## src/inc/irx_pkg.sv

```systemverilog
// Shared constants and types of the infrared remote receiver decoder
`default_nettype none
package irx_pkg;
    // Clocking: system clock and low-speed sampling clock
    localparam int unsigned CLK_HZ = 10_000_000;
    localparam int unsigned SAMPLE_HZ = 32_768;
    localparam int unsigned SAMPLE_DIV = CLK_HZ / SAMPLE_HZ; // Rounded down, 305 system cycles per tick
    localparam int CNT_W = 8;
    localparam int ADDR_W = 8;

    // Register offsets (byte addresses)
    localparam logic [ADDR_W-1:0] OFS_TIMEOUTS = 8'h00;
    localparam logic [ADDR_W-1:0] OFS_THRESHOLDS = 8'h04;
    localparam logic [ADDR_W-1:0] OFS_STATUS = 8'h08;
    localparam logic [ADDR_W-1:0] OFS_IRQ_CLEAR = 8'h0c;
    localparam logic [ADDR_W-1:0] OFS_IRQ_ENABLE = 8'h10;
    localparam logic [ADDR_W-1:0] OFS_DATA = 8'h14;

    // Field positions of rx_control_timeouts
    localparam int LEADER_IRQ_EN_BIT = 31;
    localparam int FALL_IRQ_EN_BIT = 30;
    localparam int LEADERLESS_BIT = 25;
    localparam int PHASE_SEL_BIT = 24;
    localparam int LOW_TO_LSB = 8;
    localparam int CYC_TO_LSB = 0;
    localparam int TO_W = 8;
    localparam logic [TO_W-1:0] TIMEOUT_OFF = 8'hff;

    // Field positions of rx_control_thresholds
    localparam int UPPER_LSB = 8;
    localparam int LOWER_LSB = 0;
    localparam int THR_W = 7;

    // Reset values and writable bits
    localparam logic [31:0] TIMEOUTS_RST = 32'h0000_ffff;
    localparam logic [31:0] TIMEOUTS_WMASK = 32'hc300_ffff;
    localparam logic [31:0] THRESH_RST = 32'h0000_0000;
    localparam logic [31:0] THRESH_WMASK = 32'h0000_7f7f;

    // Event flags: status, enable and clear share bits 15..12
    localparam int EV_LSB = 12;
    localparam int EV_W = 4;
    localparam int EV_LEADER = 3;
    localparam int EV_LOW = 2;
    localparam int EV_MAX = 1;
    localparam int EV_FALL = 0;
    localparam int ST_BUSY_BIT = 7;
    localparam int BITCNT_W = 7;

    // Phase patterns
    localparam logic [1:0] PAT_00 = 2'b00;
    localparam logic [1:0] PAT_01 = 2'b01;
    localparam logic [1:0] PAT_10 = 2'b10;

    typedef enum logic {IRX_WAIT_LEADER, IRX_RECEIVE} irx_state_e;
endpackage : irx_pkg
`default_nettype wire

```

## src/inc/irx_meas_if.sv

```systemverilog
// Measurement results passed from the sampler to the decoder
`timescale 1ns/1ns
`default_nettype none
interface irx_meas_if;
    logic tick;
    logic fall;
    logic level;
    logic [irx_pkg::CNT_W-1:0] cycle_meas;
    logic [irx_pkg::CNT_W-1:0] cycle_run;
    logic [irx_pkg::CNT_W-1:0] low_run;
    modport meas (output tick, output fall, output level, output cycle_meas, output cycle_run, output low_run);
    modport dec (input tick, input fall, input level, input cycle_meas, input cycle_run, input low_run);
endinterface : irx_meas_if
`default_nettype wire

```

## src/rtl/irx_cycle_meas.sv

```systemverilog
// Sampling tick, falling edge detection and width counters
`timescale 1ns/1ns
`default_nettype none
module irx_cycle_meas #(
    parameter int unsigned DIV = irx_pkg::SAMPLE_DIV // System cycles per sampling tick
) (
    input wire logic clk, // System clock
    input wire logic rst_b, // Asynchronous reset, active low
    input wire logic rc_in, // Conditioned remote input
    irx_meas_if.meas m // Measurement results
);
    import irx_pkg::*;
    localparam int DIV_W = $clog2(DIV);
    localparam logic [DIV_W-1:0] DIV_LAST = DIV_W'(DIV - 1);

    logic [DIV_W-1:0] div_q;
    logic tick_q;
    logic level_q;
    logic fall_q;
    logic [CNT_W-1:0] cyc_q;
    logic [CNT_W-1:0] low_q;
    logic [CNT_W-1:0] meas_q;

    // Counters saturate so a long idle line cannot wrap into a short cycle
    wire div_wrap = (div_q == DIV_LAST);
    wire fall_now = tick_q & level_q & ~rc_in;
    wire [CNT_W-1:0] cyc_inc = (cyc_q == {CNT_W{1'b1}}) ? cyc_q : cyc_q + 1'b1;
    wire [CNT_W-1:0] low_inc = (low_q == {CNT_W{1'b1}}) ? low_q : low_q + 1'b1;

    // Divider to the sampling rate
    always_ff @(posedge clk or negedge rst_b) begin
        if (!rst_b) begin
            div_q <= '0;
            tick_q <= 1'b0;
        end else begin
            div_q <= div_wrap ? '0 : div_q + 1'b1;
            tick_q <= div_wrap;
        end
    end

    // Everything below except fall_q moves only on a sampling tick
    always_ff @(posedge clk or negedge rst_b) begin
        if (!rst_b) begin
            level_q <= 1'b1;
            fall_q <= 1'b0;
            cyc_q <= '0;
            low_q <= '0;
            meas_q <= '0;
        end else begin
            fall_q <= fall_now;
            if (tick_q) begin
                level_q <= rc_in;
                low_q <= rc_in ? '0 : low_inc;
                if (fall_now) begin
                    meas_q <= cyc_inc;
                    cyc_q <= '0;
                end else begin
                    cyc_q <= cyc_inc;
                end
            end
        end
    end

    assign m.tick = tick_q;
    assign m.fall = fall_q;
    assign m.level = level_q;
    assign m.cycle_meas = meas_q;
    assign m.cycle_run = cyc_q;
    assign m.low_run = low_q;
endmodule : irx_cycle_meas
`default_nettype wire

```

## src/rtl/irx_decoder.sv

```systemverilog
// Infrared remote receiver: configuration, bit decision and reception control
// Functional notes
// - Leader interrupt only with bit 31 set
// - Falling edge interrupt only with bit 30
// - Bit 25 accepts frames without leader
// - Bit 24 selects cycle or phase decoding
// - Low width timeout ends reception, 0xff off
// - Bit cycle timeout ends reception, 0xff off
// - Cycle above lower threshold is bit 1
// - Phase: above lower gives 01, else 00
// - Phase: above upper threshold gives 10
// - Upper threshold used only in phase mode
// - Sample and count at 32.768 kHz
// - Timeout ends frame, interrupts, awaits leader
//
// Chosen here: the plain strobed port and the address map.
`timescale 1ns/1ns
`default_nettype none
module irx_decoder #(
    parameter int unsigned SAMPLE_DIV_P = irx_pkg::SAMPLE_DIV // System cycles per sampling tick
) (
    input wire logic clk, // System clock, 10 MHz
    input wire logic rst_b, // Asynchronous reset, active low
    input wire logic rc_in, // Conditioned remote input
    input wire logic leader_seen, // Pulse from the leader timing logic
    input wire logic [irx_pkg::ADDR_W-1:0] reg_addr, // Register byte address
    input wire logic [31:0] reg_wdata, // Write data
    input wire logic reg_wr, // Write strobe
    input wire logic reg_rd, // Read strobe
    output logic [31:0] reg_rdata, // Read data, cycle after the strobe
    output logic irq, // Interrupt, level
    output logic bit_valid, // Pulse with each decided bit
    output logic bit_value, // Decided data bit
    output logic [1:0] phase_pattern, // Decided phase pattern
    output logic frame_done, // Pulse when reception completes
    output logic receiving // High while a frame is received
);
    import irx_pkg::*;

    irx_meas_if mif();

    irx_cycle_meas #(.DIV(SAMPLE_DIV_P)) u_meas (
        .clk(clk),
        .rst_b(rst_b),
        .rc_in(rc_in),
        .m(mif)
    );

    irx_state_e state_q;
    irx_state_e state_d;
    logic [31:0] timeouts_q;
    logic [31:0] thresh_q;
    logic [EV_W-1:0] stat_q;
    logic [EV_W-1:0] irq_en_q;
    logic [31:0] data_q;
    logic [BITCNT_W-1:0] bit_cnt_q;
    logic [31:0] rdata_q;
    logic valid_q;
    logic bit_q;
    logic [1:0] pat_q;
    logic mode_q;
    logic [CNT_W-1:0] last_cyc_q;
    logic done_q;

    // Configuration fields
    wire leader_en = timeouts_q[LEADER_IRQ_EN_BIT];
    wire fall_en = timeouts_q[FALL_IRQ_EN_BIT];
    wire leaderless_en = timeouts_q[LEADERLESS_BIT];
    wire phase_sel = timeouts_q[PHASE_SEL_BIT];
    wire [TO_W-1:0] low_to = timeouts_q[LOW_TO_LSB +: TO_W];
    wire [TO_W-1:0] cyc_to = timeouts_q[CYC_TO_LSB +: TO_W];
    wire [THR_W-1:0] thr_lo = thresh_q[LOWER_LSB +: THR_W];
    wire [THR_W-1:0] thr_hi = thresh_q[UPPER_LSB +: THR_W];

    // Address decode
    wire sel_timeouts = (reg_addr == OFS_TIMEOUTS);
    wire sel_thresh = (reg_addr == OFS_THRESHOLDS);
    wire sel_status = (reg_addr == OFS_STATUS);
    wire sel_clear = (reg_addr == OFS_IRQ_CLEAR);
    wire sel_enable = (reg_addr == OFS_IRQ_ENABLE);
    wire sel_data = (reg_addr == OFS_DATA);

    // Reception control; a leader pulse during a frame is ignored
    wire in_wait = (state_q == IRX_WAIT_LEADER);
    wire in_recv = (state_q == IRX_RECEIVE);
    wire start_leader = in_wait & leader_seen;
    wire start_noleader = in_wait & mif.fall & leaderless_en & ~leader_seen;
    wire low_hit = in_recv & (mif.low_run == low_to) & (low_to != TIMEOUT_OFF);
    wire cyc_hit = in_recv & (mif.cycle_run == cyc_to) & (cyc_to != TIMEOUT_OFF);
    wire end_rx = low_hit | cyc_hit;
    wire bit_fall = in_recv & mif.fall & ~end_rx;

    // Bit and pattern decision on the measured cycle
    wire above_lo = mif.cycle_meas > {1'b0, thr_lo};
    wire above_hi = phase_sel & (mif.cycle_meas > {1'b0, thr_hi});
    wire [1:0] pat_d = !phase_sel ? PAT_00 : (above_hi ? PAT_10 : (above_lo ? PAT_01 : PAT_00));

    // Events into the sticky status; a set in the clearing cycle wins
    wire [EV_W-1:0] ev;
    assign ev[EV_LEADER] = start_leader & leader_en;
    assign ev[EV_LOW] = low_hit;
    assign ev[EV_MAX] = cyc_hit;
    assign ev[EV_FALL] = (bit_fall | start_noleader) & fall_en;
    wire [EV_W-1:0] clr_mask = (reg_wr & sel_clear) ? reg_wdata[EV_LSB +: EV_W] : '0;
    wire [EV_W-1:0] stat_d = (stat_q & ~clr_mask) | ev;
    wire [BITCNT_W-1:0] bit_cnt_inc = (bit_cnt_q == {BITCNT_W{1'b1}}) ? bit_cnt_q : bit_cnt_q + 1'b1;

    // Read selection; unmapped addresses and the clear register read zero
    wire [31:0] status_word = {16'h0000, stat_q, 4'h0, in_recv, bit_cnt_q};
    wire [31:0] rd_val = sel_timeouts ? timeouts_q :
                         sel_thresh ? thresh_q :
                         sel_status ? status_word :
                         sel_enable ? {16'h0000, irq_en_q, 12'h000} :
                         sel_data ? data_q : 32'h0000_0000;

    // Next state
    always_comb begin
        state_d = state_q;
        case (state_q)
            IRX_WAIT_LEADER: begin
                if (start_leader || start_noleader) begin
                    state_d = IRX_RECEIVE;
                end
            end
            IRX_RECEIVE: begin
                if (end_rx) begin
                    state_d = IRX_WAIT_LEADER;
                end
            end
            default: begin
                state_d = IRX_WAIT_LEADER;
            end
        endcase
    end

    // Software registers
    always_ff @(posedge clk or negedge rst_b) begin
        if (!rst_b) begin
            timeouts_q <= TIMEOUTS_RST;
            thresh_q <= THRESH_RST;
            irq_en_q <= '0;
            stat_q <= '0;
            rdata_q <= '0;
        end else begin
            if (reg_wr && sel_timeouts) begin
                timeouts_q <= reg_wdata & TIMEOUTS_WMASK;
            end
            if (reg_wr && sel_thresh) begin
                thresh_q <= reg_wdata & THRESH_WMASK;
            end
            if (reg_wr && sel_enable) begin
                irq_en_q <= reg_wdata[EV_LSB +: EV_W];
            end
            stat_q <= stat_d;
            rdata_q <= reg_rd ? rd_val : 32'h0000_0000;
        end
    end

    // Frame state, bit counter and shift buffer (last bit lands in bit 0)
    always_ff @(posedge clk or negedge rst_b) begin
        if (!rst_b) begin
            state_q <= IRX_WAIT_LEADER;
            bit_cnt_q <= '0;
            data_q <= '0;
            done_q <= 1'b0;
        end else begin
            state_q <= state_d;
            done_q <= end_rx;
            if (start_leader || start_noleader) begin
                bit_cnt_q <= '0;
            end else if (bit_fall) begin
                bit_cnt_q <= bit_cnt_inc;
                data_q <= {data_q[30:0], above_lo};
            end
        end
    end

    // Decision outputs held from flops
    always_ff @(posedge clk or negedge rst_b) begin
        if (!rst_b) begin
            valid_q <= 1'b0;
            bit_q <= 1'b0;
            pat_q <= PAT_00;
            mode_q <= 1'b0;
            last_cyc_q <= '0;
        end else begin
            valid_q <= bit_fall;
            if (bit_fall) begin
                bit_q <= above_lo;
                pat_q <= pat_d;
                mode_q <= phase_sel;
                last_cyc_q <= mif.cycle_meas;
            end
        end
    end

    assign reg_rdata = rdata_q;
    assign irq = |(stat_q & irq_en_q);
    assign bit_valid = valid_q;
    assign bit_value = bit_q;
    assign phase_pattern = pat_q;
    assign frame_done = done_q;
    assign receiving = in_recv;
endmodule : irx_decoder
`default_nettype wire

```

## config.mk

```make
export PLATFORM = sky130hd
export DESIGN_NAME = irx_decoder
export DESIGN_NICKNAME = d
export VERILOG_FILES = /design/src/inc/irx_pkg.sv /design/src/inc/irx_meas_if.sv /design/src/rtl/irx_cycle_meas.sv /design/src/rtl/irx_decoder.sv
export SDC_FILE = /design/constraint.sdc
export NUM_CORES = 1
export LEC_CHECK = 0
export ABC_AREA = 0
export BUFFER_PORTS_ARGS = -buffer_cell sky130_fd_sc_hd__clkbuf_2
export CORE_MARGIN = 10
export CORE_UTILIZATION = 61
export CTS_CLUSTER_DIAMETER = 30
export DETAILED_ROUTE_END_ITERATION = 7
export PLACE_DENSITY = 0.91
export SETUP_SLACK_MARGIN = 0.1
export SLEW_MARGIN = 20
export SYNTH_ARGS = -nofsm -noshare
export SYNTH_HDL_FRONTEND = slang
export SYNTH_SLANG_ARGS = --single-unit
```

## constraint.sdc

```tcl
create_clock -name clk -period 3.7 [get_ports clk]
set_input_delay 0.925 -clock clk [delete_from_list [all_inputs] [get_ports clk]]
set_output_delay 0.925 -clock clk [all_outputs]
set_load 0.01 [all_outputs]
```

==> impl_metrics.tcl <==
set metrics [dict create \
    grt_max_degree 79 \
    cp-start-kind "input port" \
    grt_pass1_wl_mm 29.3 \
    r2r_end "phase_pattern[0]$_DFFE_PN0P_" \
    min_to "bit_value$_DFFE_PN0P_" \
    final_util_pct 72.8 \
    r2r-start "timeouts_q[15]$_DFFE_PN1P_" \
    p_leak_nw 4.22 \
    synth_top_cell_by_area "dfrtp_1" \
    grt.total_usage_pct 22.5 \
    area_growth_pct 15.4 \
    cts.clk_slew.worst_paths_ns 0.06 \
    cts-htree-levels 4 \
    syn_area_sq_mm 0.00726 \
    crit_family "simple AND/OR/NAND/NOR gates" \
    crit_required_ns 4.02 \
    hold_start "bit_value$_DFFE_PN0P_" \
    synth_ff_type "dfrtp_1" \
    outcome "finished clean" \
    synth_xor_area_share_pct 3.86 \
    overflow 0 \
    ys_ff_latch 155 \
    synth_edf_count 0 \
    drive_gt1_share_pct 29.0 \
    cts_buffer_depth 2 \
    worstPathCellList "clkbuf_2 -> or4_4 -> nor3_4 -> nand2b_1 -> nor2_8 -> nand2_2 -> buf_4 -> mux2_4" \
    ios 85 \
    core_area_sq_mm 0.0115 \
    clockRootBuffer "clkbuf_16" \
    synth_compound_area_share_pct 9.52 \
    synthCells 625 \
    gp_congestion 0.904 \
    hold_ws_ns 0.501 \
    min_delay_path_depth 1 \
    synth_area_leaders "dfrtp_1 (48%), mux2_2 (7.0%), dfstp_2 (6.1%), mux2_4 (4.1%), ha_1 (3.3%)" \
    cts_sinks 155 \
    slowest_stage "or4_4" \
    crit_start "reg_addr[1]" \
    cp_max_fo 20 \
    hold_buffers 0 \
    route.vias.total 5310 \
    viasPerCell 6.22 \
    critPathKind "input port to register" \
    period_needed_ns 2.73 \
    synth_top_area_share_pct 47.5 \
    floorplan.rows 39 \
    final_max_slew_viol_count 0 \
    yosys.area_share.simple_pct 13.7 \
    nets 764 \
    rsz0062_at_grt "false" \
    cts-resized-gates 0 \
    async_flop_share_pct 100 \
    synth_cell_types 58 \
    io_buffers 72 \
    antenna_found_initial 0 \
    p_per_area_mw_per_mm2 467 \
    synth_top_family_by_area "simple AND/OR/NAND/NOR gates" \
    antennaDiodeCount 0 \
    setup_viol 0 \
    max_freq_mhz 366 \
    post-dp-hpwl_mm 12.2 \
    clkLatencyLatePin_ns 0.43 \
    chipWidth_microns 129 \
    synth_fa_ha_area_share_pct 3.27 \
    syn_avg_cell_area_sq_um 11.6 \
    firstDrtPassIters 6 \
    synth_nets 690 \
    grt_pass1_vias 5645 \
    r2r_cells 7 \
    maxCapViolations 0 \
    ys_seq_area_share_pct 53.7 \
    cts_tree "built" \
    ir_drop_uv 398 \
    endpoint_kind "register" \
    r2r_setup_slack_ns 1.33 \
    fin_crit_sh_pct 73.8 \
    postCtsSetupRepairBufs 0 \
    ant_nets 0 \
    wl_per_cell_microns 21.2 \
    yosysWarnings 0 \
    worstMarginPinSlew_ns 0.894 \
    routed_wirelength_mm 18.1 \
    die_y_microns 129 \
    crit_path_max_incr_delay_ns 0.58 \
    critical_path_buf_inv_count 2 \
    hold_violations 0 \
    fin_skew_ns 0.00656 \
    finalSetupTns_ns 0 \
    start_util_pct 63.1 \
    drt_iter0_markers 662 \
    cts_inserted_buffers 17 \
    drcViolationCount 0 \
    relSlewSlack_pct 39.9 \
    critPathArrivalTime_ns 3.05 \
    dieArea_sq_mm 0.0167 \
    worstHoldPathType "register to register" \
    muxShareOfSynthArea_pct 12.6 \
]
cell families (layout without fill, tap and decap cells):
| logic type | after synthesis | count (layout) |
|---|---|---|
| flip-flops | 155 | 155 |
| adder cells (fa/ha/maj) | 19 | 19 |
| AND/OR/NAND/NOR | 186 | 186 |
| multiplexers | 76 | 76 |
| XOR/XNOR | 32 | 32 |
| buffers and inverters | 52 | 138 |
| AO/OA/AOI/OAI | 105 | 105 |
cells in the mapped netlist, drive strengths merged, types with 11 or more instances:
cell type    n
ha          19
buf         16
nor2b       18
o21ai       40
nand3       12
nor2        32
mux2i       11
inv         26
nand2       63
dfrtp      138
a21oi       14
dfstp       17
mux2        65
xnor2       26
and3        18
power breakdown:
part	switching [W]	total, W	internal, W
logic	0.000132	0.000226	0.0000943
registers	0.0000713	0.00183	0.00176
clock network	0.000681	0.00186	0.00118
metal layers:
metal / global-route usage, % / wire length, microns / vias up
met1: 25.5 / 6820 / 2659
li1: - / - / 2350
met5: 0 / 0 / -
met3: 6.24 / 1220 / 54
met2: 38.2 / 9480 / 247
met4: 11.5 / 610 / 0
area by class of cell:
class                   instances  area (sq um)
multi-input cells             418          3120
clock inverters                11           168
inverters                      26          97.6
well taps                     143           179
flip-flops and latches        155          3900
clock buffers                  20           467
fillers                       712          3140
repair buffers                 81           447
worst reg2reg max path: stages (launching register included):
cell	delay (ns)
dfstp_2	0.60
nand4_1	0.15
o211ai_1	0.22
nor3_2	0.14
nor3_4	0.21
buf_4	0.44
inv_1	0.23
a32o_1	0.28
cells in the final DEF, fill, tap and decap left out, drive strengths merged, types with 8 or more instances in the layout:
| master | netlist | layout |
|---|---|---|
| nand3 | 12 | 12 |
| xnor2 | 26 | 26 |
| nand2 | 63 | 63 |
| clkbuf | 10 | 91 |
| inv | 26 | 26 |
| nor3 | 10 | 10 |
| nand4 | 10 | 10 |
| a21oi | 14 | 14 |
| a222oi | 8 | 8 |
| nor2 | 32 | 32 |
| nor2b | 18 | 18 |
| o21ai | 40 | 40 |
| ha | 19 | 19 |
| mux2i | 11 | 11 |
| dfrtp | 138 | 138 |
| buf | 16 | 10 |
| dfstp | 17 | 17 |
| mux2 | 65 | 65 |
| and3 | 18 | 18 |
state kept, by name, indices dropped and copies added, names as in the netlist, 2 cells and up:
register / cells
data_q: 32
reg_rdata: 32
timeouts_q: 20
thresh_q: 14
u_meas.div_q: 9
u_meas.m.cycle_meas: 8
u_meas.m.cycle_run: 8
u_meas.m.low_run: 8
bit_cnt_q: 7
irq_en_q: 4
stat_q: 4
phase_pattern: 2
worst max path at each step:
stage | endpoint | cells past startpoint
global placement | timeouts_q[24]$_DFFE_PN0P_ | 8
global route | timeouts_q[24]$_DFFE_PN0P_ | 8
detailed placement | timeouts_q[30]$_DFFE_PN0P_ | 8
floorplan | timeouts_q[24]$_DFFE_PN0P_ | 8
CTS | timeouts_q[30]$_DFFE_PN0P_ | 8
finish | timeouts_q[24]$_DFFE_PN0P_ | 8
stage by stage:
stage,cells,setup slack (ns),area (sq um),total power [W]
detailed placement,823,0.627,7750,0.00207
global placement,823,0.674,7750,0.00205
global route,854,0.900,8380,0.00402
CTS,854,1.00,8380,0.00392
finish,854,0.968,8380,0.00391
floorplan,625,1.10,7260,0.00194
Power figures use the tool's default switching activity.
